`src/rtl/occ_defs.svh`:
```
// register offsets, field positions, reset values and timing counts
`ifndef OCC_DEFS_SVH
`define OCC_DEFS_SVH
// ----------------------------------------------------------------------
// register byte offsets
// ----------------------------------------------------------------------
`define OCC_SLOW_OFS 6'h18
`define OCC_ULP_OFS 6'h1C
`define OCC_FAST_OFS 6'h20
`define OCC_LOOP_OFS 6'h24
// ----------------------------------------------------------------------
// common field positions
// ----------------------------------------------------------------------
`define OCC_ON_REQ_BIT 7
`define OCC_STDBY_BIT 6
`define OCC_EN_BIT 1
// ----------------------------------------------------------------------
// slow rc fields
// ----------------------------------------------------------------------
`define OCC_SLOW_1K_BIT 3
`define OCC_SLOW_32K_BIT 2
`define OCC_SLOW_LOCK_BIT 12
`define OCC_SLOW_RST 32'h003F0080
`define OCC_SLOW_WMASK 32'h007F17CE
// ----------------------------------------------------------------------
// ultra low power fields
// ----------------------------------------------------------------------
`define OCC_ULP_LOCK_BIT 7
`define OCC_ULP_WMASK 8'h9F
// ----------------------------------------------------------------------
// fast rc fields
// ----------------------------------------------------------------------
`define OCC_FAST_RST_LOW 16'h0382
`define OCC_FAST_WMASK 32'hCFFF03C2
// ----------------------------------------------------------------------
// loop control fields
// ----------------------------------------------------------------------
`define OCC_LOOP_RST 16'h0080
`define OCC_LOOP_WMASK 16'h0FFE
`define OCC_LOOP_MODE_BIT 2
`define OCC_LOOP_STABLE_BIT 3
`define OCC_LOOP_DROP_LOCK_ON_WAKE_BIT 4
`define OCC_LOOP_SKIP_BIT 10
`define OCC_LOOP_WAIT_BIT 11
// ----------------------------------------------------------------------
// timing: fast oscillator settle time and loop enable sync delay
// ----------------------------------------------------------------------
`define OCC_FAST_SETTLE_NS 2000
`define OCC_CLK_NS 40
`define OCC_FAST_SETTLE_CYC ((`OCC_FAST_SETTLE_NS + `OCC_CLK_NS - 1) / `OCC_CLK_NS)
`define OCC_LOOP_SYNC_CYC 3
`endif

```
`src/rtl/occ_pkg.sv`:
```
// types for the oscillator control block
package occ_pkg;
   typedef enum logic [1:0] {
      OCC_FAST_OFF,
      OCC_FAST_STARTING,
      OCC_FAST_ON,
      OCC_FAST_STOPPING
   } occ_fast_state_t;
endpackage

```
`src/rtl/occ_osc_ctrl.sv`:
```
// oscillator control registers with on-demand run logic
//
// Design decision made here: the Avalon-MM slave port.
`timescale 1ns/100ps
`include "occ_defs.svh"
// Contract
// - on-demand set: oscillator runs only while some peripheral requests it
// - on-demand clear: enabled oscillator runs continuously
// - standby with keep-in-standby clear: oscillator stopped
// - standby with keep-in-standby set: on-demand logic still applies
// - slow oscillator outputs 1k and 32k gated by bits 3 and 2
// - reserved bits read zero; software writes zeros
// - ultra low power lock bit locks that register against writes
// - ultra low power trim loaded from flash at startup
// - fast oscillator range from bits 31:30, loaded at startup
// - fast trim 27:16: upper six temperature, lower six process
// - fast output divided by 1, 2, 4 or 8 from bits 9:8
// - fast enable reads zero off or starting, one on or stopping
// - hold-until-locked gates loop output until locked
// - skip-coarse-lock bypasses coarse locking
// - loop control bit 2 selects open or closed loop
// - loop enable reads back at once; effect after sync delay
// - stable bit freezes fine trim after fine lock
// - drop-lock-on-wake drops locks after wake if loop clock stopped
module occ_osc_ctrl
   import occ_pkg::*;
#(
   parameter int NUM_REQ = 4,
   parameter int FAST_SETTLE = `OCC_FAST_SETTLE_CYC,
   parameter int LOOP_SYNC = `OCC_LOOP_SYNC_CYC
) (
   input wire logic sys_clk,
   input wire logic resetn,
   input wire logic clk_en,
   input wire logic [5:0] avs_address,
   input wire logic avs_read,
   input wire logic avs_write,
   input wire logic [31:0] avs_writedata,
   input wire logic [3:0] avs_byteenable,
   output logic [31:0] avs_readdata,
   output logic avs_waitrequest,
   output logic avs_response_err,
   input wire logic [7:0] cal_ulp_trim,
   input wire logic [11:0] cal_fast_trim,
   input wire logic [1:0] cal_fast_range,
   input wire logic cal_valid,
   input wire logic standby,
   input wire logic wake_event,
   input wire logic [NUM_REQ-1:0] slow_req,
   input wire logic [NUM_REQ-1:0] fast_req,
   input wire logic [NUM_REQ-1:0] loop_req,
   input wire logic loop_locked,
   input wire logic loop_clk_stopped,
   output logic slow_run,
   output logic slow_out_1k_enable,
   output logic slow_out_32k_enable,
   output logic [4:0] ulp_trim_value,
   output logic fast_run,
   output logic [1:0] fast_freq_range_sel,
   output logic [5:0] fast_temp_trim,
   output logic [5:0] fast_process_trim,
   output logic [3:0] fast_div_factor,
   output logic loop_run,
   output logic loop_out_gate,
   output logic loop_closed,
   output logic loop_skip_coarse_lock,
   output logic loop_freeze_fine,
   output logic loop_quick_lock_off,
   output logic loop_chill_cycle_off,
   output logic loop_bus_clock_recovery,
   output logic loop_drop_locks
);
   // settle counter is 16 bits, so longer settle times cannot be served
   if (NUM_REQ < 1 || FAST_SETTLE < 1 || FAST_SETTLE > 65536 ||
      LOOP_SYNC < 1) begin : g_bad_param
      $error("occ_osc_ctrl: parameter out of range");
   end

   // ----------------------------------------------------------------------
   // registers
   // ----------------------------------------------------------------------
   logic [31:0] slow_ctrl_ff, nxt_slow_ctrl;
   logic [7:0] ulp_ctrl_ff, nxt_ulp_ctrl;
   logic [31:0] fast_ctrl_ff, nxt_fast_ctrl;
   logic [15:0] loop_ctrl_ff, nxt_loop_ctrl;
   logic cal_done_ff;
   logic ack_ff;
   logic [31:0] rdata_ff;
   logic err_ff;
   occ_fast_state_t fast_state_ff, nxt_fast_state;
   logic [15:0] fast_cnt_ff, nxt_fast_cnt;
   logic [LOOP_SYNC-1:0] loop_sync_ff;
   logic std_ff, std_d_ff;
   logic [1:0] cal_sync_ff;

   // ----------------------------------------------------------------------
   // bus decode: one wait cycle, answer on the second
   // ----------------------------------------------------------------------
   wire req = (avs_read | avs_write) & clk_en;
   wire take = req & ~ack_ff;
   wire hit_slow = avs_address == `OCC_SLOW_OFS;
   wire hit_ulp = avs_address == `OCC_ULP_OFS;
   wire hit_fast = avs_address == `OCC_FAST_OFS;
   wire hit_loop = avs_address == `OCC_LOOP_OFS;
   wire hit_any = hit_slow | hit_ulp | hit_fast | hit_loop;
   wire [31:0] be_mask = {{8{avs_byteenable[3]}}, {8{avs_byteenable[2]}},
      {8{avs_byteenable[1]}}, {8{avs_byteenable[0]}}};
   wire slow_locked = slow_ctrl_ff[`OCC_SLOW_LOCK_BIT];
   wire ulp_locked = ulp_ctrl_ff[`OCC_ULP_LOCK_BIT];
   // a locked register still answers; only the write is dropped
   wire wr_slow = take & avs_write & hit_slow & ~slow_locked;
   wire wr_ulp = take & avs_write & hit_ulp & ~ulp_locked;
   wire wr_fast = take & avs_write & hit_fast;
   wire wr_loop = take & avs_write & hit_loop;
   wire [31:0] m_slow = `OCC_SLOW_WMASK & be_mask;
   wire [31:0] m_fast = `OCC_FAST_WMASK & be_mask;
   wire [7:0] m_ulp = `OCC_ULP_WMASK & be_mask[7:0];
   wire [15:0] m_loop = `OCC_LOOP_WMASK & be_mask[15:0];

   // reserved bits never stored, so they always read zero
   assign nxt_slow_ctrl = wr_slow ?
      (slow_ctrl_ff & ~m_slow) | (avs_writedata & m_slow) :
      slow_ctrl_ff;
   assign nxt_ulp_ctrl = wr_ulp ?
      (ulp_ctrl_ff & ~m_ulp) | (avs_writedata[7:0] & m_ulp) :
      ulp_ctrl_ff;
   assign nxt_loop_ctrl = wr_loop ?
      (loop_ctrl_ff & ~m_loop) | (avs_writedata[15:0] & m_loop) :
      loop_ctrl_ff;
   // startup load of calibration wins only in the capture cycle
   wire cal_load = cal_sync_ff[1] & ~cal_done_ff;
   wire [31:0] fast_cal_word = {cal_fast_range, 2'h0, cal_fast_trim,
      fast_ctrl_ff[15:0]};
   assign nxt_fast_ctrl = cal_load ? fast_cal_word :
      wr_fast ? (fast_ctrl_ff & ~m_fast) | (avs_writedata & m_fast) :
      fast_ctrl_ff;

   // fast enable reads the running state, not the written bit
   wire fast_en_rd = fast_state_ff == OCC_FAST_ON ||
      fast_state_ff == OCC_FAST_STOPPING;
   wire [31:0] fast_rd = {fast_ctrl_ff[31:2], fast_en_rd,
      fast_ctrl_ff[0]};
   wire [31:0] rd_mux = hit_slow ? slow_ctrl_ff :
      hit_ulp ? {24'h000000, ulp_ctrl_ff} :
      hit_fast ? fast_rd :
      hit_loop ? {16'h0000, loop_ctrl_ff} : 32'h00000000;
   // wait held while frozen unless ack_ff was set, when a new request gets the old answer
   assign avs_waitrequest = (avs_read | avs_write) & ~ack_ff;
   assign avs_readdata = rdata_ff;
   assign avs_response_err = err_ff;

   always_ff @(posedge sys_clk or negedge resetn) begin
      if (!resetn) begin
         ack_ff <= 1'b0;
         rdata_ff <= 32'h00000000;
         err_ff <= 1'b0;
      end else if (clk_en) begin
         ack_ff <= take;
         if (take) begin
            rdata_ff <= avs_read ? rd_mux : 32'h00000000;
            err_ff <= ~hit_any;
         end
      end
   end

   always_ff @(posedge sys_clk or negedge resetn) begin
      if (!resetn) begin
         slow_ctrl_ff <= `OCC_SLOW_RST;
         ulp_ctrl_ff <= 8'h00;
         fast_ctrl_ff <= {16'h0000, `OCC_FAST_RST_LOW};
         loop_ctrl_ff <= `OCC_LOOP_RST;
      end else if (clk_en) begin
         slow_ctrl_ff <= nxt_slow_ctrl;
         ulp_ctrl_ff <= cal_load ? {3'h0, cal_ulp_trim[4:0]} :
            nxt_ulp_ctrl;
         fast_ctrl_ff <= nxt_fast_ctrl;
         loop_ctrl_ff <= nxt_loop_ctrl;
      end
   end

   // ----------------------------------------------------------------------
   // input synchronisers
   // ----------------------------------------------------------------------
   always_ff @(posedge sys_clk or negedge resetn) begin
      if (!resetn) begin
         cal_sync_ff <= 2'h0;
         cal_done_ff <= 1'b0;
         std_ff <= 1'b0;
         std_d_ff <= 1'b0;
      end else if (clk_en) begin
         cal_sync_ff <= {cal_sync_ff[0], cal_valid};
         if (cal_sync_ff[1]) begin
            cal_done_ff <= 1'b1;
         end
         std_ff <= standby;
         std_d_ff <= std_ff;
      end
   end
   // ----------------------------------------------------------------------
   // run decision shared by the slow, fast and loop oscillators
   // ----------------------------------------------------------------------
   function automatic logic run_calc(input logic en, input logic ond,
      input logic rstd, input logic std, input logic any_req);
      logic demand_ok;
      demand_ok = ~ond | any_req;
      run_calc = en & demand_ok & (~std | rstd);
   endfunction
   wire slow_any = |slow_req;
   wire fast_any = |fast_req;
   wire loop_any = |loop_req;
   wire slow_want = run_calc(slow_ctrl_ff[`OCC_EN_BIT],
      slow_ctrl_ff[`OCC_ON_REQ_BIT], slow_ctrl_ff[`OCC_STDBY_BIT],
      std_d_ff, slow_any);
   wire fast_want = run_calc(fast_ctrl_ff[`OCC_EN_BIT],
      fast_ctrl_ff[`OCC_ON_REQ_BIT], fast_ctrl_ff[`OCC_STDBY_BIT],
      std_d_ff, fast_any);
   // loop follows the delayed enable, so its run lags the readback
   wire loop_want = run_calc(loop_sync_ff[LOOP_SYNC-1],
      loop_ctrl_ff[`OCC_ON_REQ_BIT], loop_ctrl_ff[`OCC_STDBY_BIT],
      std_d_ff, loop_any);

   // ----------------------------------------------------------------------
   // fast oscillator start and stop sequence
   // ----------------------------------------------------------------------
   // sequence follows the enable bit, not the demand gating
   wire fast_en = fast_ctrl_ff[`OCC_EN_BIT];
   wire cnt_done = fast_cnt_ff == 16'h0000;
   wire [15:0] settle = 16'(FAST_SETTLE - 1);
   always_comb begin
      nxt_fast_state = fast_state_ff;
      nxt_fast_cnt = cnt_done ? 16'h0000 : fast_cnt_ff - 16'h0001;
      unique case (fast_state_ff)
         OCC_FAST_OFF: begin
            if (fast_en) begin
               nxt_fast_state = OCC_FAST_STARTING;
               nxt_fast_cnt = settle;
            end
         end
         OCC_FAST_STARTING: begin
            if (cnt_done) begin
               nxt_fast_state = OCC_FAST_ON;
            end
         end
         OCC_FAST_ON: begin
            if (!fast_en) begin
               nxt_fast_state = OCC_FAST_STOPPING;
               nxt_fast_cnt = settle;
            end
         end
         OCC_FAST_STOPPING: begin
            if (cnt_done) begin
               nxt_fast_state = OCC_FAST_OFF;
            end
         end
      endcase
   end

   // reset leaves enable set, so the oscillator starts out settled
   always_ff @(posedge sys_clk or negedge resetn) begin
      if (!resetn) begin
         fast_state_ff <= OCC_FAST_ON;
         fast_cnt_ff <= 16'h0000;
      end else if (clk_en) begin
         fast_state_ff <= nxt_fast_state;
         fast_cnt_ff <= nxt_fast_cnt;
      end
   end
   // ----------------------------------------------------------------------
   // loop enable sync delay; readback comes straight from the register
   // ----------------------------------------------------------------------
   always_ff @(posedge sys_clk or negedge resetn) begin
      if (!resetn) begin
         loop_sync_ff <= '0;
      end else if (clk_en) begin
         loop_sync_ff <= LOOP_SYNC'({loop_sync_ff,
            loop_ctrl_ff[`OCC_EN_BIT]});
      end
   end

   // ----------------------------------------------------------------------
   // outputs, all registered
   // ----------------------------------------------------------------------
   wire [1:0] div_sel = fast_ctrl_ff[9:8];
   wire [3:0] nxt_div_factor = 4'h1 << div_sel;
   wire wake_lost = wake_event & loop_clk_stopped &
      loop_ctrl_ff[`OCC_LOOP_DROP_LOCK_ON_WAKE_BIT];
   wire gate_ok = ~loop_ctrl_ff[`OCC_LOOP_WAIT_BIT] | loop_locked;

   // slow rc and ultra low power outputs
   always_ff @(posedge sys_clk or negedge resetn) begin
      if (!resetn) begin
         slow_run <= 1'b0;
         slow_out_1k_enable <= 1'b0;
         slow_out_32k_enable <= 1'b0;
         ulp_trim_value <= 5'h00;
      end else if (clk_en) begin
         slow_run <= slow_want;
         slow_out_1k_enable <= slow_want &
            slow_ctrl_ff[`OCC_SLOW_1K_BIT];
         slow_out_32k_enable <= slow_want &
            slow_ctrl_ff[`OCC_SLOW_32K_BIT];
         ulp_trim_value <= ulp_ctrl_ff[4:0];
      end
   end

   // fast rc outputs; trims follow the register, so rewrites act at once
   always_ff @(posedge sys_clk or negedge resetn) begin
      if (!resetn) begin
         fast_run <= 1'b0;
         fast_freq_range_sel <= 2'h0;
         fast_temp_trim <= 6'h00;
         fast_process_trim <= 6'h00;
         fast_div_factor <= 4'h1;
      end else if (clk_en) begin
         fast_run <= fast_want;
         fast_freq_range_sel <= fast_ctrl_ff[31:30];
         fast_temp_trim <= fast_ctrl_ff[27:22];
         fast_process_trim <= fast_ctrl_ff[21:16];
         fast_div_factor <= nxt_div_factor;
      end
   end

   // loop outputs; the drop pulse lasts one cycle per wake cycle
   always_ff @(posedge sys_clk or negedge resetn) begin
      if (!resetn) begin
         loop_run <= 1'b0;
         loop_out_gate <= 1'b0;
         loop_closed <= 1'b0;
         loop_skip_coarse_lock <= 1'b0;
         loop_freeze_fine <= 1'b0;
         loop_quick_lock_off <= 1'b0;
         loop_chill_cycle_off <= 1'b0;
         loop_bus_clock_recovery <= 1'b0;
         loop_drop_locks <= 1'b0;
      end else if (clk_en) begin
         loop_run <= loop_want;
         loop_out_gate <= loop_want & gate_ok;
         loop_closed <= loop_ctrl_ff[`OCC_LOOP_MODE_BIT];
         loop_skip_coarse_lock <= loop_ctrl_ff[`OCC_LOOP_SKIP_BIT];
         loop_freeze_fine <= loop_ctrl_ff[`OCC_LOOP_STABLE_BIT];
         loop_quick_lock_off <= loop_ctrl_ff[9];
         loop_chill_cycle_off <= loop_ctrl_ff[8];
         loop_bus_clock_recovery <= loop_ctrl_ff[5];
         loop_drop_locks <= wake_lost;
      end
   end
endmodule

```
`config.mk`:
```
export PLATFORM = sky130hd
export DESIGN_NAME = occ_osc_ctrl
export DESIGN_NICKNAME = d
export VERILOG_FILES = /design/src/rtl/occ_pkg.sv /design/src/rtl/occ_osc_ctrl.sv
export VERILOG_INCLUDE_DIRS = /design/src /design/src/rtl
export SDC_FILE = /design/constraint.sdc
export NUM_CORES = 1
export LEC_CHECK = 0
export ABC_CLOCK_PERIOD_IN_PS = 2680
export BUFFER_PORTS_ARGS = -buffer_cell sky130_fd_sc_hd__buf_4
export CAP_MARGIN = 25
export CORE_ASPECT_RATIO = 0.5
export CORE_MARGIN = 2
export CORE_UTILIZATION = 53
export DETAILED_ROUTE_END_ITERATION = 7
export PLACE_DENSITY = 0.86
export SYNTH_ARGS = -nofsm -noshare
export SYNTH_HDL_FRONTEND = slang
export SYNTH_SLANG_ARGS = --single-unit
```
`constraint.sdc`:
```
create_clock -name sys_clk -period 2.68 [get_ports sys_clk]
set_input_delay 0.536 -clock sys_clk [delete_from_list [all_inputs] [get_ports sys_clk]]
set_output_delay 0.536 -clock sys_clk [all_outputs]
set_load 0.02 [all_outputs]
```
**Yosys cells after proc, flatten, opt, wreduce, memory -nomap -nowiden**

Cells that the tools add are included.

- Latch bits: 0
- Input port bits: 86
- RAM bits: 0
- Logic and storage cells: 140
- Flip-flop bits (word level): 184
- Memory bits (read-only): 0
- Memories: 0

- Bitwise logic cells: 60
- Eq/ne operators: 11
- $add $sub $neg: 1
- Divide/modulo/power cells: 0
- $mul: 0
- Reductions and logical operators: 16
- Mux-type cells: 18
- Order comparisons: 0
- Shift-type cells: 1

Operators by type and width:

| kind | count |
|---|---|
| $mux W32 | 6 |
| $and A32 B32 Y32 | 3 |
| $mux W16 | 4 |
| $or A32 B32 Y32 | 2 |
| $and A32 B23 Y32 | 1 |
| $not A23 Y32 | 1 |
| $not A32 Y32 | 1 |
| $pmux W16 S2 | 1 |
| $and A1 B1 Y1 | 22 |
| $and A16 B12 Y16 | 1 |
| $and A16 B16 Y16 | 1 |
| $and A8 B8 Y8 | 2 |
| $logic_not A16 Y1 | 1 |
| $mux W8 | 2 |
| $not A12 Y16 | 1 |
| $or A16 B16 Y16 | 1 |
| $sub A16 B1 Y16 const B | 1 |
| $eq A6 B5 Y1 const B | 2 |
| $eq A6 B6 Y1 const B | 2 |
| $reduce_and A2 Y1 | 6 |
| $reduce_or A4 Y1 | 3 |
| $not A1 Y1 | 11 |
| $or A1 B1 Y1 | 11 |
| $mux W2 | 4 |
| 12 further kinds | 17 |

**Longest topological paths before layout**

Gate-level depths: netlist of the first run.

- Depth in word-level cells: 8
- Depth in mapped cells: 7

**Least setup slack after synthesis of the first run**

OpenSTA, ideal clock, no wires.

- Path kind: register to register
- From: register fast_cnt_ff[0]
- To: register fast_state_ff[1]
- Stages on the path, launching flop included: 7
- Arrival time: 2.186 ns
- Clock period less this slack: 2.269 ns
- Path slack: 0.411 ns
- Setup time: 0.082 ns
- Cells stage by stage: dfrtp_1 inv_1 ha_1 or4b_2 or4_4 a21oi_2 mux2_2

- Word-level cells in the longest chain between the ends: 3

Ends and longest elaborated chain:

| element | RTL line | source |
|---|---|---|
| from (decl) | occ_osc_ctrl.sv:91 | `logic [15:0] fast_cnt_ff, nxt_fast_cnt;` |
| from (signal assigned) | occ_osc_ctrl.sv:265 | `fast_cnt_ff <= nxt_fast_cnt;` |
| $logic_not A16 Y1 * | occ_osc_ctrl.sv:227 | `wire cnt_done = fast_cnt_ff == 16'h0000;` |
| $ne A2 B2 Y1 (no line) | n/a |  |
| $reduce_and A5 Y1 (no line) * | n/a |  |
| to (signal assigned) | occ_osc_ctrl.sv:264 | `fast_state_ff <= nxt_fast_state;` |
| to (decl) | occ_osc_ctrl.sv:90 | `occ_fast_state_t fast_state_ff, nxt_fast_state;` |

Every way passes the cells marked *; elsewhere a longest branch is shown, timed or not.
A chain may end at the register's enable or synchronous reset.

**Final worst setup path of the first run**

Ends and elaborated chain as after synthesis.

==> results of run 1 <==
-- final timing paths --
kind                            slack [ns]                            to                         start  cells past startpoint
worst min register to register        0.48  avs_readdata[16]$_DFFE_PN0P_  avs_readdata[16]$_DFFE_PN0P_                      2
min in group sys_clk                  0.35   loop_ctrl_ff[5]$_DFFE_PN0P_              avs_writedata[5]                      2
worst max-delay path                  0.29  fast_state_ff[1]$_DFFE_PN1P_    fast_cnt_ff[0]$_DFFE_PN0P_                      6
worst max register to register        0.29  fast_state_ff[1]$_DFFE_PN1P_    fast_cnt_ff[0]$_DFFE_PN0P_                      6
worst min-delay path                   0.1  avs_readdata[16]$_DFFE_PN0P_                        resetn                      1
max in group asynchronous             1.83   slow_ctrl_ff[7]$_DFFE_PN1P_                        resetn                      2
-- metrics by stage --
step	power, µW	utilization (%)	worst slack, ns
2_1_floorplan	3101	-	0.4115
3_3_place_gp	3444	65.50	0.3271
3_5_place_dp	3497	65.50	0.2659
4_1_cts	6161	71.13	0.2750
5_1_grt	6359	71.13	0.1707
6_report	6129	71.13	0.2869
-- critical path: stages (launching register included) --
cell	delay (ns)
dfrtp_1	0.38
inv_1	0.10
ha_1	0.20
or4b_2	0.59
or4_4	0.49
a21oi_2	0.19
mux2_2	0.36
-- synthesized netlist by cell type (all sizes together), types with 2 or more instances --
cell type | number | area (µm²)
a21o | 4 | 30.03
a21oi | 12 | 78.83
a221o | 4 | 40.04
a22o | 15 | 131.4
a22oi | 12 | 90.09
a32oi | 15 | 131.4
buf | 12 | 68.82
clkbuf | 20 | 75.07
dfrtp | 130 | 3253
dfstp | 14 | 367.9
ha | 5 | 62.56
inv | 13 | 48.80
mux2 | 68 | 765.7
mux2i | 5 | 50.05
nand2 | 45 | 168.9
nand2b | 2 | 12.51
nand3 | 6 | 30.03
nand3b | 6 | 45.04
nor2 | 22 | 82.58
nor2b | 4 | 25.02
nor3 | 6 | 30.03
nor3b | 4 | 30.03
nor4 | 14 | 108.9
o211ai | 2 | 15.01
o21ai | 22 | 110.1
o2bb2ai | 14 | 122.6
o31ai | 5 | 37.54
o41ai | 2 | 25.03
or2 | 5 | 31.28
or3 | 3 | 23.77
or3b | 2 | 17.52
or4 | 6 | 52.55
xnor2 | 9 | 78.83
-- sequential cells by signal, summed over array words and instances (netlist names), 3 cells and up --
signal and cells:
fast_div_factor 4, fast_cnt_ff 16, fast_process_trim 6, loop_ctrl_ff 11, slow_ctrl_ff 16, fast_temp_trim 6, ulp_trim_value 5, ulp_ctrl_ff 6
avs_readdata 28, loop_sync_ff 3, fast_ctrl_ff 19
-- final cells by class --
class	instances	area [µm²]	area share [%]
clock buffer	22	454.2	5.424
clock inverter	10	209.0	2.496
inverter	14	52.55	0.6276
multi-input combinational	339	2600	31.05
sequential	144	3621	43.25
tap	165	206.4	2.466
timing repair buffer	160	1230	14.69
-- report_power, final --
part / total, µW / internal, µW / switching [µW]
combinational: 919 / 435 / 484
sequential: 2550 / 2390 / 164
clock: 2660 / 1770 / 887
-- logic make-up (layout without fill, tap and decap cells) --
| family | Yosys count | after routing |
|---|---|---|
| fa+ha+maj | 5 | 5 |
| other cells | 1 | 3 |
| flops | 144 | 144 |
| simple gates | 133 | 133 |
| compound gates | 115 | 115 |
| xor+xnor | 10 | 10 |
| buf+inv | 46 | 206 |
| mux | 73 | 73 |
-- cells in the final DEF, fill, tap and decap left out, drive strengths merged, types with 3 or more instances in the layout --
cell     instances
o2bb2ai         14
inv             13
nor3             6
o31ai            5
a221o            4
conb             3
buf            160
nand2           45
ha               5
clkbuf          22
dfstp           14
bufinv           6
nor3b            4
clkinv           3
a22oi           12
mux2i            5
nor4            14
o21ai           22
or2              5
nor2            22
a21oi           12
a21o             4
a32oi           15
nand3b           6
dfrtp          130
or4              6
a22o            15
or3              3
nor2b            4
mux2            68
xnor2            9
nand3            6
-- routing by layer --
layer  routed length, µm  vias to the layer above  track usage, %
met5                   0                        -               0
met4                 355                        0           9.364
met3                 757                       31           6.364
met2                8110                      155           43.91
met1                6877                     2497           31.61
li1                    -                     2241               -
==> results.yml, run 1 <==
yosys:
  ys_ff_latch: 144
  yosysWarningCount: 0
  synth-edff-count: 0
  synth_fa_ha_area_share_pct: 0.9792
  synth_xor_area_share_pct: 1.371
  avgSynthCellArea_um2: 12.12
  synth_top_family_by_area: "compound AO/OA/AOI/OAI gates"
  synth_cells: 527
  synth_simple_gate_area_share_pct: 11.36
  ys_types: 62
  synthArstFlopShare_pct: 100.0
  yosys-mux-area-fraction_pct: 12.77
  ys.flop_type: "dfrtp_1"
  synth_seq_area_share_pct: 56.68
  synth_compound_area_share_pct: 13.71
  syn_area_um2: 6389
grt:
  overflow: 0
  grt_pass1_vias: 4929
  grt_max_degree: 68
  gr-usage-all-layers_pct: 25.31
  antenna_found_initial: 0
  grt_first_pass_wirelength_um: 25350
placed_design:
  dp_cells: 822
  port_buffers: 144
  hpwl_um: 11150
  placed_cell_area_um2: 7710
  place_congestion: 0.8600
job:
  maxCapViolCount: 0
clocking:
  cts_tree: "built"
  path_clk_slew_ns: 0.06
  cts_setup_buffers: 0
  cts_buffers: 17
  cts_hold_buf: 0
  cts_buffer_depth: 2
  cts_resized: 0
  cts_root_buf: "clkbuf_16"
  clk_latency_ns: 0.42
  cts.sinks: 144
  htreeDepth: 4
power:
  ir_worst_vdd_v: 0.0004137
  p_per_area_nw_per_um2: 732.0
  leakage_uw: 0.004002
finish:
  final_area_um2: 8373
  n_antenna_cell: 0
  instances_no_fill: 854
  nets: 767
  drive_above_1_share_pct: 42.24
  area_growth_pct: 31.06
  fillers: 818
timing:
  setup_violations: 0
  rsz0062_at_grt: "no"
  slew_violations: 0
  period_share_pct: 89.29
  whs_ns: 0.09989
  fmax_mhz: 417.9
  skew_ns: 0.01003
  worstMarginPinSlew_ns: 1.086
  min_period_ns: 2.393
  maxSlewHeadroom_pct: 27.58
  fin_tns_setup_ns: 0
  hold_violations: 0
route:
  drc: 0
  dr.pass1.iters: 5
  wire_per_inst_um: 18.85
  routed_wl_um: 16100
  drt_iter0_drc: 339
  via_per_inst: 5.766
  detail-route-antenna-nets: 0
  via_count: 4924
setup_path:
  crit_fanout: 5
  cp-start-kind: "flop"
  critPathRequiredTime_ns: 3.02
  cp.arrival_ns: 2.73
  critPathKind: "reg -> reg"
  critPathCaptureType: "flop"
floorplanning:
  core_um2: 11770
  die_area_um2: 13000
  die_h_um: 81.64
  die_x_um: 159.3
  start_util_pct: 54.27
  ios: 156
  placement_rows: 28
run_status:
  status: "finished, final reports clean"
hold_path:
  hold_class: "in -> async"
(Power assumes the default switching activity.)
==> inputs of run 2 (changes only) <==
CORE_ASPECT_RATIO = 1.2   (was 0.5)
SETUP_SLACK_MARGIN = 0.5   (was not set)
==> run 2 against run 1 <==
Routed wire length is 2.8% higher. Combinational power is 6.6% higher. Critical path depth is 2 lower. Register-to-register slack better by 0.23 ns. Largest cell class unchanged. Largest power group is now sequential cells.
==> results.yml, run 2 (synthesis gave the netlist of run 1 again) <==
run_status:
  status: "finished, final reports clean"
finish:
  nets: 767
  n_antenna_cell: 0
  drive_above_1_share_pct: 43.54
  layout_commonest_cell: "buf_4"
  most-common-layout-cells: "buf_4 (158), dfrtp_1 (130), mux2_2 (67)"
  area_growth_pct: 29.81
  instances_no_fill: 846
  largest_reg_flops: 28
  fin_util_pct: 71.03
floorplanning:
  die_area_um2: 12950
  die_x_um: 104.2
  die_h_um: 124.3
  ios: 156
  placement_rows: 43
  start_util_pct: 54.72
  core_um2: 11670
route:
  routed_wl_um: 16550
  via_count: 4988
  dr.pass1.iters: 5
  via_per_inst: 5.896
  drt_iter0_drc: 300
  wire_per_inst_um: 19.56
  drc: 0
  detail-route-antenna-nets: 0
setup_path:
  ff2ff_path_depth: 4
  r2r-end: "fast_state_ff[1]$_DFFE_PN1P_"
  critical_path.max_stage_delay_ns: 0.62
  critPathRequiredTime_ns: 3.03
  critPathKind: "reg -> reg"
  critical_path_buf_inv_count: 0
  cp.arrival_ns: 2.51
  crit_top_cell: "or4_4"
  r2r_slack_ns: 0.52
  crit_path_top_delay_cell: "or4_4"
  crit_chain: "or4_4 -> or4_4 -> a21oi_4 -> mux2_4"
  cp-start-kind: "flop"
  r2r-start: "fast_cnt_ff[8]$_DFFE_PN0P_"
  critPathCaptureType: "flop"
  path_delay_family: "simple AND/OR/NAND/NOR gates"
  crit_fanout: 6
timing:
  fmax_mhz: 462.4
  fin_tns_setup_ns: 0
  maxSlewHeadroom_pct: 29.82
  fin_ws_ns: 0.5173
  period_share_pct: 80.70
  worstMarginPinSlew_ns: 1.052
  setup_violations: 0
  hold_violations: 0
  skew_ns: 0.009440
  min_period_ns: 2.163
  slew_violations: 0
  rsz0062_at_grt: "yes"
power:
  leakage_uw: 0.003956
  p_clk_share_pct: 38.9
  internal-power_uw: 4167
  switchingPower_uw: 1630
  pwr-share-comb_pct: 16.9
  seqPwrFrac_pct: 44.2
  p_per_area_nw_per_um2: 699.0
  ir_worst_vdd_v: 0.0006738
  swShare_pct: 28.12
  p_total_uw: 5797
clocking:
  cts.sinks: 144
  cts_buffer_depth: 2
  htreeDepth: 4
  path_clk_slew_ns: 0.06
  clk_latency_ns: 0.42
  cts_root_buf: "clkbuf_16"
  cts_hold_buf: 0
  cts_buffers: 17
  cts_tree: "built"
placed_design:
  pre_cts_ws_ns: 0.2859
  port_buffers: 144
  dp_cells: 812
  place_congestion: 0.8188
  hpwl_um: 11930
job:
  maxCapViolCount: 0
hold_path:
  hold_class: "in -> async"
grt:
  gr-usage-all-layers_pct: 26.38
  grt_first_pass_wirelength_um: 26740
  overflow: 0
  antenna_found_initial: 0
  grt_pass1_vias: 5325
  grt_max_degree: 58
-- run 2: cell types whose count changed in the layout (fill, tap and decap cells not counted), sizes merged --
cell      change
inv           +3
bufinv        -5
clkbuf        -4
clkinvlp      +2
clkinv        +4
-- run 2: worst max-delay path by stage --
stage / from / end / slack (ns) / depth (start not counted)
after global placement: avs_address[3] / fast_ctrl_ff[23]$_DFFE_PN0P_ / 0.32 / 5
final: fast_cnt_ff[8]$_DFFE_PN0P_ / fast_state_ff[1]$_DFFE_PN1P_ / 0.52 / 4
after floorplan: fast_cnt_ff[9]$_DFFE_PN0P_ / fast_state_ff[1]$_DFFE_PN1P_ / 0.50 / 5
after global routing: fast_cnt_ff[9]$_DFFE_PN0P_ / fast_state_ff[1]$_DFFE_PN1P_ / 0.48 / 4
after detailed placement: avs_address[2] / ulp_ctrl_ff[3]$_DFFE_PN0P_ / 0.29 / 6
after CTS: fast_cnt_ff[9]$_DFFE_PN0P_ / fast_state_ff[1]$_DFFE_PN1P_ / 0.52 / 4
-- run 2: layout make-up --
class,count,area [µm²]
clock buffer,18,439.2
clock inverter,14,131.4
fill,793,3382
inverter,14,52.55
multi-input combinational,339,2635
sequential,144,3621
tap,157,196.4
timing repair buffer,160,1217
-- run 2: through the flow --
stage	hold slack (ns)	cell area, µm²
2_1_floorplan	0.2404	6430
3_3_place_gp	0.4477	7700
3_5_place_dp	0.4628	7700
4_1_cts	0.06224	8293
5_1_grt	0.06895	8293
6_report	0.06012	8293
-- run 2: what timing repair did --
item / CTS / global route
endpoints found under the setup margin: 15 / 1
setup buffers: 2 / 0
pin swaps: 3 / 0
gates resized for setup: 2 / 0
-- run 2: routing by layer --
layer  up-vias  part of all wire (%)  GRT usage [%]
li1       2237                     -              -
met1      2513                    39          31.00
met2       206                    51          44.97
met3        32                   6.9          7.954
met4         0                   2.6          11.05
met5         -                     0              0
-- run 2: worst reg2reg max path, cell delays in order, from the launching register on --
cell	delay, ns
dfrtp_1	0.41
or4_4	0.57
or4_4	0.62
a21oi_4	0.18
mux2_4	0.31
-- run 2: power by group through the flow --
stage	sequential [µW]	clock, µW	combinational [µW]
after global routing	2580	2380	1070
after global placement	2570	0	914
final	2560	2260	980
after detailed placement	2590	0	960
after floorplan	2620	0	531
after CTS	2560	2280	984
==> inputs of run 3 (changes only) <==
ABC_CLOCK_PERIOD_IN_PS = 2000   (was 2680)
clock period = 2 ns   (was 2.68 ns; I/O delays follow)
==> run 3 against run 2 <==
The run now ends with negative setup slack left. First-iteration DRC count up 58%. Non-clock buffer count rose by 60. Core utilization increased by 12 points. Highest routed layer unchanged. Die area did not move. Total power rose by 48%. Maximum frequency shrank 1.7%. Combinational power rose by 91%. Clock power rose by 43%. Clock skew down 0.0021 ns. Final area up 16%. Worst hold slack improved by 0.14 ns.
==> results.yml, run 3 (synthesis gave the netlist of run 1 again) <==
timing:
  period_share_pct: 110.0
  fmax_mhz: 454.6
  worstMarginPinSlew_ns: 0.4966
  fin_ws_ns: -0.1996
  min_period_ns: 2.200
  skew_ns: 0.007341
  maxSlewHeadroom_pct: 66.59
  whs_ns: 0.2032
  fin_tns_setup_ns: -2.320
  rsz0062_at_grt: "yes"
  slew_violations: 0
  setup_violations: 18
  hold_violations: 0
power:
  ir_worst_vdd_v: 0.0006126
  leakage_uw: 0.004629
  p_per_area_nw_per_um2: 886.1
placed_design:
  hpwl_um: 12280
  port_buffers: 144
  place_congestion: 0.8832
clocking:
  clk_latency_ns: 0.43
  path_clk_slew_ns: 0.06
  cts_root_buf: "clkbuf_16"
  cts.sinks: 144
  cts_tree: "built"
  cts_buffer_depth: 2
  cts_buffers: 17
  htreeDepth: 4
finish:
  nets: 827
  fillers: 535
  area_growth_pct: 51.06
  n_antenna_cell: 0
  most-common-layout-cells: "buf_4 (191), dfrtp_1 (130), mux2_4 (37)"
  largest_reg_flops: 28
  layout_commonest_cell: "buf_4"
  regArea_um2: 3621
  drive_above_1_share_pct: 57.68
  multi_input_area_um2: 3348
floorplanning:
  die_h_um: 124.3
  placement_rows: 43
  core_um2: 11670
  die_x_um: 104.2
  ios: 156
  start_util_pct: 54.72
  die_area_um2: 12950
setup_path:
  critical_path.max_stage_delay_ns: 0.58
  critPathRequiredTime_ns: 2.35
  crit_path_top_delay_cell: "or4_4"
  ff2ff_path_depth: 7
  crit_chain: "inv_2 -> ha_4 -> or4b_4 -> or4_4 -> a21oi_4 -> buf_4 -> mux2i_1"
  path_delay_family: "simple AND/OR/NAND/NOR gates"
  crit_fanout: 5
  r2r-start: "fast_cnt_ff[0]$_DFFE_PN0P_"
  critPathLaunch: "fast_cnt_ff[0]$_DFFE_PN0P_"
  cp-start-kind: "flop"
  cp.arrival_ns: 2.55
  worstSetupPathDepth: 7
  critPathCaptureType: "flop"
  critical_path_buf_inv_count: 2
  critPathKind: "reg -> reg"
run_status:
  violations: "negative setup slack"
  status: "finished with violations"
grt:
  grt_first_pass_wirelength_um: 32930
  grt_pass1_vias: 5971
  grt_max_degree: 43
  antenna_found_initial: 0
  gr-usage-all-layers_pct: 33.06
  overflow: 0
route:
  via_count: 5891
  dr.pass1.iters: 7
  drt_iter0_drc: 474
  drc: 0
  wire_per_inst_um: 26.71
  routed_wl_um: 24200
  detail-route-antenna-nets: 0
  via_per_inst: 6.502
hold_path:
  hold_path_startpoint: "cal_valid"
  hold_path_depth: 2
  hold_class: "in -> reg"
job:
  maxCapViolCount: 0
## run 3: worst paths after layout
| check | end | slack [ns] |
|---|---|---|
| hold reg to reg | std_d_ff$_DFFE_PN0P_ | 0.49 |
| min in group asynchronous | fast_cnt_ff[6]$_DFFE_PN0P_ | 0.46 |
| setup / recovery | fast_state_ff[0]$_DFFE_PN0P_ | -0.20 |
| setup reg to reg | fast_state_ff[0]$_DFFE_PN0P_ | -0.20 |
| max in group asynchronous | slow_ctrl_ff[7]$_DFFE_PN1P_ | 0.87 |
| hold / removal | cal_sync_ff[0]$_DFFE_PN0P_ | 0.20 |
## run 3: what timing repair did
item / 4_1_cts / 5_1_grt
buffers inserted: 25 / 7
pin swaps: 23 / 34
cloned: 2 / 0
gates resized for setup: 95 / 45
endpoints found under the setup margin: 93 / 95
endpoints found under the hold margin: 29 / 0
hold buffers: 1 / 0
## run 3: worst register-to-register path, delay by kind of cell (launching register included)
kind | cells | cell delay (ns)
simple gates | 2 | 1.03
flops | 1 | 0.40
buf+inv | 2 | 0.22
compound gates | 1 | 0.18
mux | 1 | 0.17
fa+ha+maj | 1 | 0.13
## run 3: per-layer routing
layer / part of all wire [%] / GRT usage [%] / up-vias
li1: - / - / 2365
met1: 33 / 37.91 / 2899
met2: 51 / 57.97 / 490
met3: 9.0 / 7.692 / 137
met4: 7.1 / 16.14 / 0
met5: 0 / 0 / -
## run 3: report_power, final
group	internal, µW	switching [µW]	total, µW	leakage, µW
clock network	1890	1340	3230	0.000289
registers	3200	258	3460	0.00190
logic	938	931	1870	0.00244
total	6020	2530	8550	0.00463
## run 3: through the flow
stage | power (µW) | cell area (µm²) | utilization, % | worst slack, ns | instances
detailed placement | 4988 | 8080 | 69.21 | -0.2177 | 839
CTS | 8339 | 9346 | 80.06 | -0.1619 | 899
floorplan | 4287 | 6648 | - | -0.1804 | 529
global route | 8786 | 9651 | 82.66 | -0.2549 | 906
finish | 8551 | 9651 | 82.66 | -0.1996 | 906
global placement | 4892 | 8080 | 69.21 | -0.1661 | 839
## run 3: cell type report
class | count | share of cell area (%)
Sequential cell | 144 | 37.52
Clock inverter | 14 | 1.634
Timing Repair Buffer | 220 | 19.02
Multi-Input combinational cell | 339 | 34.69
Tap cell | 157 | 2.036
Inverter | 14 | 0.5445
Clock buffer | 18 | 4.551
